[config.mk]
export PLATFORM = sky130hd
export DESIGN_NAME = power_mode_controller
export DESIGN_NICKNAME = d
export VERILOG_FILES = /design/src/logic/pmc_pkg.sv /design/src/logic/level_sync.sv /design/src/logic/power_mode_controller.sv
export SDC_FILE = /design/constraint.sdc
export NUM_CORES = 1
export LEC_CHECK = 0
export ABC_AREA = 1
export BUFFER_PORTS_ARGS = -buffer_cell sky130_fd_sc_hd__buf_2
export CAP_MARGIN = 0
export CORE_AREA = 2 2 111 113
export CTS_CLUSTER_SIZE = 24
export DETAILED_ROUTE_END_ITERATION = 8
export DIE_AREA = 0 0 113 115
export PLACE_DENSITY_LB_ADDON = 0.25
export SYNTH_ARGS = -nofsm -noshare
export SYNTH_HDL_FRONTEND = slang
export SYNTH_HIERARCHICAL = 1
export SYNTH_SLANG_ARGS = --single-unit
[constraint.sdc]
create_clock -name aclk -period 1.32 [get_ports aclk]
set_input_delay 0.264 -clock aclk [delete_from_list [all_inputs] [get_ports aclk]]
set_output_delay 0.264 -clock aclk [all_outputs]
set_load 0.005 [all_outputs]
[src/logic/pmc_pkg.sv]
// constants, offsets and mode encoding for the power mode controller
package pmc_pkg;
    // register byte offsets
    localparam logic [7:0] OFF_PC0        = 8'h00;
    localparam logic [7:0] OFF_PC1        = 8'h04;
    localparam logic [7:0] OFF_REGCTL     = 8'h08;
    localparam logic [7:0] OFF_CLKCTL     = 8'h0c;
    localparam logic [7:0] OFF_PERIPH     = 8'h10;
    localparam logic [7:0] OFF_MODE       = 8'h14;
    localparam logic [7:0] OFF_INT_STATUS = 8'h18;
    localparam logic [7:0] OFF_INT_MASK   = 8'h1c;
    // field positions
    localparam int PC0_IDLE_BIT      = 0;
    localparam int PC0_STOP_BIT      = 1;
    localparam int PC1_SUSPEND_BIT   = 0;
    localparam int PC1_SNOOZE_BIT    = 1;
    localparam int REG_STOP_SEL_BIT  = 0;
    localparam int REG_FIVE_V_BIT    = 1;
    localparam int CLK_OSC_A_BIT     = 0;
    localparam int CLK_OSC_B_BIT     = 1;
    localparam int CLK_SLOW_TMR_BIT  = 2;
    localparam int INT_IDLE_WAKE_BIT = 0;
    localparam int INT_LP_WAKE_BIT   = 1;
    localparam int INT_REFUSED_BIT   = 2;
    localparam int INT_W             = 3;
    // reset values
    localparam logic [1:0]  REGCTL_RESET      = 2'h0;
    localparam logic [2:0]  CLKCTL_RESET      = 3'h1;
    localparam logic        PERIPH_RESET_BIT  = 1'b1;
    localparam logic [INT_W-1:0] INT_RESET    = 3'h0;
    // bus responses
    localparam logic [1:0]  RESP_OKAY   = 2'h0;
    localparam logic [1:0]  RESP_SLVERR = 2'h2;
    // synchroniser lanes for asynchronous wake and reset sources
    localparam int WS_TIMER4    = 0;
    localparam int WS_SPI       = 1;
    localparam int WS_TWI       = 2;
    localparam int WS_PORT      = 3;
    localparam int WS_CMP       = 4;
    localparam int WS_PIN_RST   = 5;
    localparam int WS_POR       = 6;
    localparam int WS_OTHER_RST = 7;
    localparam int SYNC_W       = 8;
    // power modes
    typedef enum logic [2:0]
    {
        MODE_NORMAL   = 3'b000,
        MODE_IDLE     = 3'b001,
        MODE_SUSPEND  = 3'b010,
        MODE_SNOOZE   = 3'b011,
        MODE_STOP     = 3'b100,
        MODE_SHUTDOWN = 3'b101
    } mode_t;
endpackage : pmc_pkg

[src/logic/level_sync.sv]
// two-flop synchroniser for a group of asynchronous levels
module level_sync
    import pmc_pkg::*;
#(
    parameter int WIDTH = SYNC_W
)
(
    input  wire logic             aclk,
    input  wire logic             aresetn,
    input  wire logic             ce,
    input  wire logic [WIDTH-1:0] async_in,
    output logic      [WIDTH-1:0] sync_out
);
    logic [WIDTH-1:0] stage_one;

    // first stage feeds only the second stage
    always_ff @(posedge aclk)
    begin
        if (!aresetn)
        begin
            stage_one <= '0;
            sync_out  <= '0;
        end
        else if (ce)
        begin
            stage_one <= async_in;
            sync_out  <= stage_one;
        end
    end
endmodule : level_sync

[src/logic/power_mode_controller.sv]
// power mode sequencer with axi4-lite control registers
//
// Functional notes
// normal mode clocks core and every peripheral; the code clocks only the peripherals set in periph_enable
// idle bit write halts the core
// idle keeps peripherals clocked and working
// wake resumes program; sources depend on mode
// suspend needs oscillator a selected first
// snooze needs oscillator a selected first
// suspend/snooze halt clocks and fast oscillators
// suspend keeps regulators at normal bias
// snooze puts regulators in low bias
// slow timers may run in suspend/snooze
// listed peripheral events wake suspend/snooze
// stop select clear plus stop enters stop
// any reset source leaves stop
// stop select set plus stop enters shutdown
// only pin or power-on reset leaves shutdown
// stop/shutdown power nets off, pins held
// enabled five volt regulator stays on
// unused peripheral clocks gated off
// leaving stop/shutdown restarts from reset state
module power_mode_controller
    import pmc_pkg::*;
#(
    parameter int NUM_PERIPH = 8
)
(
    input  wire logic                  aclk,
    input  wire logic                  aresetn,
    input  wire logic                  ce,
    // axi4-lite slave
    input  wire logic [7:0]            s_axi_awaddr,
    input  wire logic                  s_axi_awvalid,
    output logic                       s_axi_awready,
    input  wire logic [31:0]           s_axi_wdata,
    input  wire logic [3:0]            s_axi_wstrb,
    input  wire logic                  s_axi_wvalid,
    output logic                       s_axi_wready,
    output logic [1:0]                 s_axi_bresp,
    output logic                       s_axi_bvalid,
    input  wire logic                  s_axi_bready,
    input  wire logic [7:0]            s_axi_araddr,
    input  wire logic                  s_axi_arvalid,
    output logic                       s_axi_arready,
    output logic [31:0]                s_axi_rdata,
    output logic [1:0]                 s_axi_rresp,
    output logic                       s_axi_rvalid,
    input  wire logic                  s_axi_rready,
    // wake and reset sources
    input  wire logic                  any_interrupt,
    input  wire logic                  timer4_event,
    input  wire logic                  spi_activity,
    input  wire logic                  two_wire_slave_activity,
    input  wire logic                  port_match_event,
    input  wire logic                  comparator0_out,
    input  wire logic                  external_reset_pin_n,
    input  wire logic                  power_on_reset,
    input  wire logic                  other_reset,
    // power and clock controls
    output logic                       core_clk_en,
    output logic [NUM_PERIPH-1:0]      periph_clk_en,
    output logic                       fast_internal_osc_a_en,
    output logic                       fast_internal_osc_b_en,
    output logic                       slow_timer_clk_en,
    output logic                       regulator_low_bias,
    output logic                       ldo_on,
    output logic                       power_nets_on,
    output logic                       pin_hold,
    output logic                       five_volt_reg_en,
    output logic                       core_restart,
    output logic [2:0]                 power_mode,
    output logic                       irq
);
    mode_t                 mode;
    mode_t                 next_mode;
    logic [SYNC_W-1:0]     src_sync;
    logic                  cmp_prev;
    logic                  cmp_fall;
    logic                  wake_lp;
    logic                  any_reset;
    logic                  pin_or_por;
    logic                  restart_next;
    logic                  aw_got;
    logic                  w_got;
    logic [7:0]            wr_addr;
    logic [31:0]           wr_data;
    logic                  wr_lane0;
    logic                  wr_go;
    logic [1:0]            regulator_control;
    logic [2:0]            clock_control;
    logic [NUM_PERIPH-1:0] periph_enable;
    logic [INT_W-1:0]      int_status;
    logic [INT_W-1:0]      int_mask;
    logic [INT_W-1:0]      int_set;
    logic                  pc0_wr;
    logic                  pc1_wr;
    logic                  lp_request;
    logic                  lp_refused;

    // true when an address lands in the word at the given offset
    function automatic logic hits(input logic [7:0] addr, input logic [7:0] off);
        hits = (addr[7:2] == off[7:2]);
    endfunction : hits

    function automatic logic is_low_power(input mode_t m);
        is_low_power = (m == MODE_SUSPEND) || (m == MODE_SNOOZE);
    endfunction : is_low_power

    // asynchronous sources pass two flops
    level_sync #(.WIDTH(SYNC_W)) u_sync
    (
        .aclk     (aclk),
        .aresetn  (aresetn),
        .ce       (ce),
        .async_in ({other_reset, power_on_reset, ~external_reset_pin_n, comparator0_out,
                    port_match_event, two_wire_slave_activity, spi_activity, timer4_event}),
        .sync_out (src_sync)
    );

    // comparator edge seen after synchronisation
    always_ff @(posedge aclk)
    begin
        if (!aresetn)
            cmp_prev <= 1'b0;
        else if (ce)
            cmp_prev <= src_sync[WS_CMP];
    end

    // low-power wake sources
    assign cmp_fall   = cmp_prev && !src_sync[WS_CMP];
    assign wake_lp    = src_sync[WS_TIMER4] | src_sync[WS_SPI] | src_sync[WS_TWI] | src_sync[WS_PORT] | cmp_fall;
    assign any_reset  = src_sync[WS_PIN_RST] | src_sync[WS_POR] | src_sync[WS_OTHER_RST];
    assign pin_or_por = src_sync[WS_PIN_RST] | src_sync[WS_POR];

    // write address and data accepted in either order
    always_ff @(posedge aclk)
    begin
        if (!aresetn)
        begin
            aw_got        <= 1'b0;
            w_got         <= 1'b0;
            s_axi_awready <= 1'b1;
            s_axi_wready  <= 1'b1;
            s_axi_bvalid  <= 1'b0;
            s_axi_bresp   <= RESP_OKAY;
            wr_addr       <= 8'h00;
            wr_data       <= 32'h0000_0000;
            wr_lane0      <= 1'b0;
        end
        else if (ce)
        begin
            if (s_axi_awvalid && s_axi_awready)
            begin
                aw_got        <= 1'b1;
                s_axi_awready <= 1'b0;
                wr_addr       <= s_axi_awaddr;
            end
            if (s_axi_wvalid && s_axi_wready)
            begin
                w_got        <= 1'b1;
                s_axi_wready <= 1'b0;
                wr_data      <= s_axi_wdata;
                wr_lane0     <= s_axi_wstrb[0];
            end
            if (wr_go)
            begin
                s_axi_bvalid <= 1'b1;
                s_axi_bresp  <= (wr_addr[7:2] <= OFF_INT_MASK[7:2]) ? RESP_OKAY : RESP_SLVERR;
            end
            if (s_axi_bvalid && s_axi_bready)
            begin
                s_axi_bvalid  <= 1'b0;
                aw_got        <= 1'b0;
                w_got         <= 1'b0;
                s_axi_awready <= 1'b1;
                s_axi_wready  <= 1'b1;
            end
        end
    end

    assign wr_go  = aw_got && w_got && !s_axi_bvalid;
    assign pc0_wr = wr_go && wr_lane0 && hits(wr_addr, OFF_PC0);
    assign pc1_wr = wr_go && wr_lane0 && hits(wr_addr, OFF_PC1);

    // suspend or snooze refused unless oscillator a drives the system clock
    assign lp_request = pc1_wr && (wr_data[PC1_SUSPEND_BIT] || wr_data[PC1_SNOOZE_BIT]) && (mode == MODE_NORMAL);
    assign lp_refused = lp_request && !clock_control[CLK_OSC_A_BIT];

    // read channel answers one cycle after the address
    always_ff @(posedge aclk)
    begin
        if (!aresetn)
        begin
            s_axi_arready <= 1'b1;
            s_axi_rvalid  <= 1'b0;
            s_axi_rdata   <= 32'h0000_0000;
            s_axi_rresp   <= RESP_OKAY;
        end
        else if (ce)
        begin
            if (s_axi_arvalid && s_axi_arready)
            begin
                s_axi_arready <= 1'b0;
                s_axi_rvalid  <= 1'b1;
                s_axi_rresp   <= RESP_OKAY;
                s_axi_rdata   <= 32'h0000_0000;
                if (hits(s_axi_araddr, OFF_PC0) || hits(s_axi_araddr, OFF_PC1))
                    s_axi_rdata <= 32'h0000_0000;
                else if (hits(s_axi_araddr, OFF_REGCTL))
                    s_axi_rdata <= {30'h0, regulator_control};
                else if (hits(s_axi_araddr, OFF_CLKCTL))
                    s_axi_rdata <= {29'h0, clock_control};
                else if (hits(s_axi_araddr, OFF_PERIPH))
                    s_axi_rdata <= 32'(periph_enable);
                else if (hits(s_axi_araddr, OFF_MODE))
                    s_axi_rdata <= {29'h0, mode};
                else if (hits(s_axi_araddr, OFF_INT_STATUS))
                    s_axi_rdata <= {29'h0, int_status};
                else if (hits(s_axi_araddr, OFF_INT_MASK))
                    s_axi_rdata <= {29'h0, int_mask};
                else
                    s_axi_rresp <= RESP_SLVERR;
            end
            if (s_axi_rvalid && s_axi_rready)
            begin
                s_axi_rvalid  <= 1'b0;
                s_axi_arready <= 1'b1;
            end
        end
    end

    // software control registers, returned to reset values on restart
    always_ff @(posedge aclk)
    begin
        if (!aresetn || core_restart)
        begin
            regulator_control <= REGCTL_RESET;
            clock_control     <= CLKCTL_RESET;
            periph_enable     <= {NUM_PERIPH{PERIPH_RESET_BIT}};
            int_mask          <= INT_RESET;
        end
        else if (ce && wr_go && wr_lane0)
        begin
            if (hits(wr_addr, OFF_REGCTL))
                regulator_control <= wr_data[1:0];
            else if (hits(wr_addr, OFF_CLKCTL))
                clock_control <= wr_data[2:0];
            else if (hits(wr_addr, OFF_PERIPH))
                periph_enable <= wr_data[NUM_PERIPH-1:0];
            else if (hits(wr_addr, OFF_INT_MASK))
                int_mask <= wr_data[INT_W-1:0];
        end
    end

    // mode sequencing
    always_comb
    begin
        next_mode    = mode;
        restart_next = 1'b0;
        case (mode)
            MODE_NORMAL:
            begin
                // stop select chooses stop or shutdown
                if (pc0_wr && wr_data[PC0_STOP_BIT])
                    next_mode = regulator_control[REG_STOP_SEL_BIT] ? MODE_SHUTDOWN : MODE_STOP;
                // idle request halts the core
                else if (pc0_wr && wr_data[PC0_IDLE_BIT])
                    next_mode = MODE_IDLE;
                // snooze and suspend only after oscillator a selected
                else if (lp_request && !lp_refused)
                    next_mode = wr_data[PC1_SNOOZE_BIT] ? MODE_SNOOZE : MODE_SUSPEND;
            end
            // any interrupt ends idle
            MODE_IDLE:
                if (any_interrupt)
                    next_mode = MODE_NORMAL;
            MODE_SUSPEND, MODE_SNOOZE:
                if (wake_lp)
                    next_mode = MODE_NORMAL;
            // every reset source ends stop
            MODE_STOP:
                if (any_reset)
                begin
                    next_mode    = MODE_NORMAL;
                    restart_next = 1'b1;
                end
            // only pin or power-on reset ends shutdown
            MODE_SHUTDOWN:
                if (pin_or_por)
                begin
                    next_mode    = MODE_NORMAL;
                    restart_next = 1'b1;
                end
            default:
                next_mode = MODE_NORMAL;
        endcase
    end

    // mode register and restart pulse
    always_ff @(posedge aclk)
    begin
        if (!aresetn)
        begin
            mode         <= MODE_NORMAL;
            core_restart <= 1'b0;
        end
        else if (ce)
        begin
            mode         <= next_mode;
            core_restart <= restart_next;
        end
    end

    // sticky events, a set in the clearing cycle survives
    assign int_set[INT_IDLE_WAKE_BIT] = (mode == MODE_IDLE) && (next_mode == MODE_NORMAL);
    assign int_set[INT_LP_WAKE_BIT]   = is_low_power(mode) && (next_mode == MODE_NORMAL);
    assign int_set[INT_REFUSED_BIT]   = lp_refused;

    always_ff @(posedge aclk)
    begin
        if (!aresetn || core_restart)
        begin
            int_status <= INT_RESET;
            irq        <= 1'b0;
        end
        else if (ce)
        begin
            if (wr_go && wr_lane0 && hits(wr_addr, OFF_INT_STATUS))
                int_status <= (int_status & ~wr_data[INT_W-1:0]) | int_set;
            else
                int_status <= int_status | int_set;
            irq <= |(int_status & int_mask);
        end
    end

    // clock, oscillator and supply controls follow the next mode, except the five volt regulator
    always_ff @(posedge aclk)
    begin
        if (!aresetn)
        begin
            core_clk_en            <= 1'b1;
            periph_clk_en          <= {NUM_PERIPH{PERIPH_RESET_BIT}};
            fast_internal_osc_a_en <= 1'b1;
            fast_internal_osc_b_en <= 1'b0;
            slow_timer_clk_en      <= 1'b0;
            regulator_low_bias     <= 1'b0;
            ldo_on                 <= 1'b1;
            power_nets_on          <= 1'b1;
            pin_hold               <= 1'b0;
            five_volt_reg_en       <= 1'b0;
            power_mode             <= MODE_NORMAL;
        end
        else if (ce)
        begin
            // core runs only in normal
            core_clk_en            <= (next_mode == MODE_NORMAL);
            // peripherals clocked in normal and idle, unused ones gated
            periph_clk_en          <= (next_mode == MODE_NORMAL || next_mode == MODE_IDLE) ? periph_enable : '0;
            // fast oscillators stop outside normal and idle
            fast_internal_osc_a_en <= (next_mode == MODE_NORMAL || next_mode == MODE_IDLE);
            fast_internal_osc_b_en <= (next_mode == MODE_NORMAL || next_mode == MODE_IDLE)
                                      && clock_control[CLK_OSC_B_BIT];
            // timers three and four on the slow oscillator
            slow_timer_clk_en      <= clock_control[CLK_SLOW_TMR_BIT] && !next_mode[2];
            // suspend normal bias, snooze low bias
            regulator_low_bias     <= (next_mode == MODE_SNOOZE);
            // shutdown switches the core regulator off
            ldo_on                 <= (next_mode != MODE_SHUTDOWN);
            // stop and shutdown drop nets and hold pins
            power_nets_on          <= !next_mode[2];
            pin_hold               <= next_mode[2];
            // five volt regulator follows software in every mode
            five_volt_reg_en       <= regulator_control[REG_FIVE_V_BIT];
            power_mode             <= next_mode;
        end
    end
endmodule : power_mode_controller

==> impl_metrics.tcl <==
set metrics [dict create \
    critical_path_required_ns 1.56 \
    rsz0062_at_grt "yes" \
    place.gp.congestion 0.8338 \
    avgSynthCellArea_um2 7.579 \
    final_cell_mix "nand2_1 (107), dfxtp_1 (75), buf_2 (74), buf_4 (61), nor2_1 (52)" \
    fp.dieW_um 113 \
    final_common_cell "nand2_1" \
    coreArea_um2 11810 \
    placedCellCount 788 \
    synth_edf_count 0 \
    dp_slack_ns -0.1585 \
    crit_path_start_kind "flop" \
    finalCritPeriodShare_pct 111.4 \
    ir_worst_vdd_mv 0.4585 \
    detail_route.first_pass.iterations 6 \
    ant_nets 0 \
    synthCells 537 \
    setup_viol 30 \
    clk_pin_slew_ns 0.06 \
    synthTopCellsByArea "dfxtp_1 (44%), nand2_1 (11%), a21oi_1 (5.7%)" \
    initial_core_util_pct 34.46 \
    hold_buffers 0 \
    port_buffers 74 \
    drive_above_1_share_pct 36.61 \
    skew_ns 0.009707 \
    cts_buffers 9 \
    layout_min_cycle_time_ns 1.470 \
    syn_area_um2 4070 \
    dieArea_um2 13000 \
    grt_pass1_wl_mm 16.56 \
    critPathSlowestCell "nor4_2" \
    worstPathMaxFanout 4 \
    max_freq_mhz 680.2 \
    holdWs_ns 0.1613 \
    tritoncts "done" \
    grt_antenna_before_repair 0 \
    p_sw_share_pct 25.71 \
    cap_violations 0 \
    dpl.hpwl_mm 7.339 \
    fin_ws_ns -0.1502 \
    status "finished, violations left" \
    instances_no_fill 819 \
    cts_root_buffer "clkbuf_16" \
    arrival_ns 1.71 \
    power_frac_seq_pct 45.5 \
    violations "DRC, setup timing" \
    synth_ff_type "dfxtp_1" \
    maxSlewViolCount 0 \
    htreeDepth 3 \
    yosysWarnings 6 \
    num_io_pins 132 \
    grt_pass1_vias 3541 \
    synth-seq-cells 89 \
    power_frac_clock_pct 40.9 \
    critical_path_class "reg -> reg" \
    clockBufferDepth 2 \
    area.growth.synth_to_final_pct 33.91 \
    drt_iter0_markers 145 \
    yosysTopAreaCell "dfxtp_1" \
    power_density_nw_per_um2 1166 \
    p_switching_mw 1.634 \
    wl_per_cell_um 12.60 \
    path_cells "buf_4 -> nor4_2 -> nor3_4 -> buf_4 -> nand2_4 -> nand2_2 -> nand2_1 -> nand2_1" \
    hold_viol_final 0 \
    hold_class "in -> reg" \
    synthArstFlopShare_pct 0 \
    crit_path_end_kind "flop" \
    overflow 0 \
    power_frac_comb_pct 13.6 \
    leakage_nw 2.536 \
    cts_sinks 89 \
    nNetsFinal 736 \
    internal_power_mw 4.722 \
    die_y_um 115 \
    ys_seq_area_share_pct 43.77 \
    grt_max_degree 44 \
    cp_slowest_stage_delay_ns 0.38 \
    track_usage_pct 16.05 \
    drc 7 \
    diodes 0 \
    dr_total_vias 3743 \
    wirelength_mm 10.32 \
    via_per_inst 4.570 \
    ys_types 37 \
    clk_latency_ns 0.34 \
    synth_top_area_share_pct 43.77 \
    row_count 40 \
]
[Yosys cell counts, types with 2 or more instances]
cell type and instances:
a21oi_2 2, buf_4 29, inv_1 50, clkbuf_1 7
nor4_4 2, inv_2 8, o21ai_1 2, dfxtp_1 89
nor3_2 2, buf_2 6, o21ai_0 24, a211oi_1 3
clkinv_1 2, nor2_2 8, nand4_1 10, buf_6 4
nand2_2 2, nor3_1 3, o31ai_1 3, nand2_1 116
o211ai_1 8, a21oi_1 46, nand3_2 6, nand4_2 2
nand3_1 23, a22oi_2 8, nor2_4 4, nor2_1 59
[sequential cells by signal (all words and copies together) (netlist names), 6 cells and up]
signal / flops
periph_clk_en: 8
periph_enable: 8
s_axi_rdata: 8
u_sync/stage_one: 8
u_sync/sync_out: 8
wr_data: 8
wr_addr: 6
[final cells by class]
class | instances | area [um2]
Clock buffer | 11 | 242.7
Clock inverter | 5 | 62.56
Fill cell | 1195 | 6361
Inverter | 60 | 225.2
Multi-Input combinational cell | 365 | 1993
Sequential cell | 89 | 1809
Tap cell | 147 | 183.9
Timing Repair Buffer | 142 | 933.4
[critical path, delay by kind of cell (launching register included)]
kind                   cells  cell delay [ns]
buffers and inverters      2             0.29
flip-flops                 1             0.36
AND/OR/NAND/NOR            6             0.72
[power groups by stage]
stage	Clock [mW]	Sequential, mW	Combinational [mW]
3_3_place_gp	0	2.94	0.774
4_1_cts	2.68	2.89	0.840
3_5_place_dp	0	2.95	0.786
2_1_floorplan	0	2.94	0.507
6_report	2.60	2.89	0.866
5_1_grt	2.78	2.90	0.973
[final timing paths]
check / cells after the start / end / slack [ns] / startpoint
max: 8 / ldo_on / -0.15 / power_mode[1]
min: 3 / wr_addr[6] / 0.16 / s_axi_awaddr[6]
max reg2reg: 8 / ldo_on / -0.15 / power_mode[1]
min reg2reg: 2 / s_axi_bresp[1] / 0.44 / s_axi_bresp[1]
[repair_timing]
item | in CTS | in global routing
pin swaps | 18 | 6
gates resized for setup | 39 | 24
gates cloned | 0 | 1
buffers inserted | 9 | 6
setup endpoints to repair | 31 | 38
[cells by family after synthesis]
family | count (synthesis) | synth area share, %
AND/OR/NAND/NOR | 240 | 27.64
buffers and inverters | 108 | 13.59
AO/OA/AOI/OAI | 99 | 14.91
flip-flops | 89 | 43.78
other | 1 | 0.09213
[routing by layer]
| layer | wire [um] | GRT usage [%] |
|---|---|---|
| met2 | 4883 | 26.27 |
| met1 | 4823 | 20.36 |
| met5 | 0 | 0 |
| met3 | 437 | 3.848 |
| met4 | 172 | 6.829 |
[per-stage QoR]
step | total power, mW | util [%] | area, um2 | setup TNS, ns
2_1_floorplan | 3.448 | - | 4199 | -0.1874
3_3_place_gp | 3.717 | 41.12 | 4857 | -2.781
3_5_place_dp | 3.734 | 41.12 | 4857 | -3.674
4_1_cts | 6.408 | 45.16 | 5334 | -1.494
5_1_grt | 6.652 | 46.14 | 5450 | -5.412
6_report | 6.356 | 46.14 | 5450 | -2.114
Note: power is estimated with default switching activity, not from simulation.
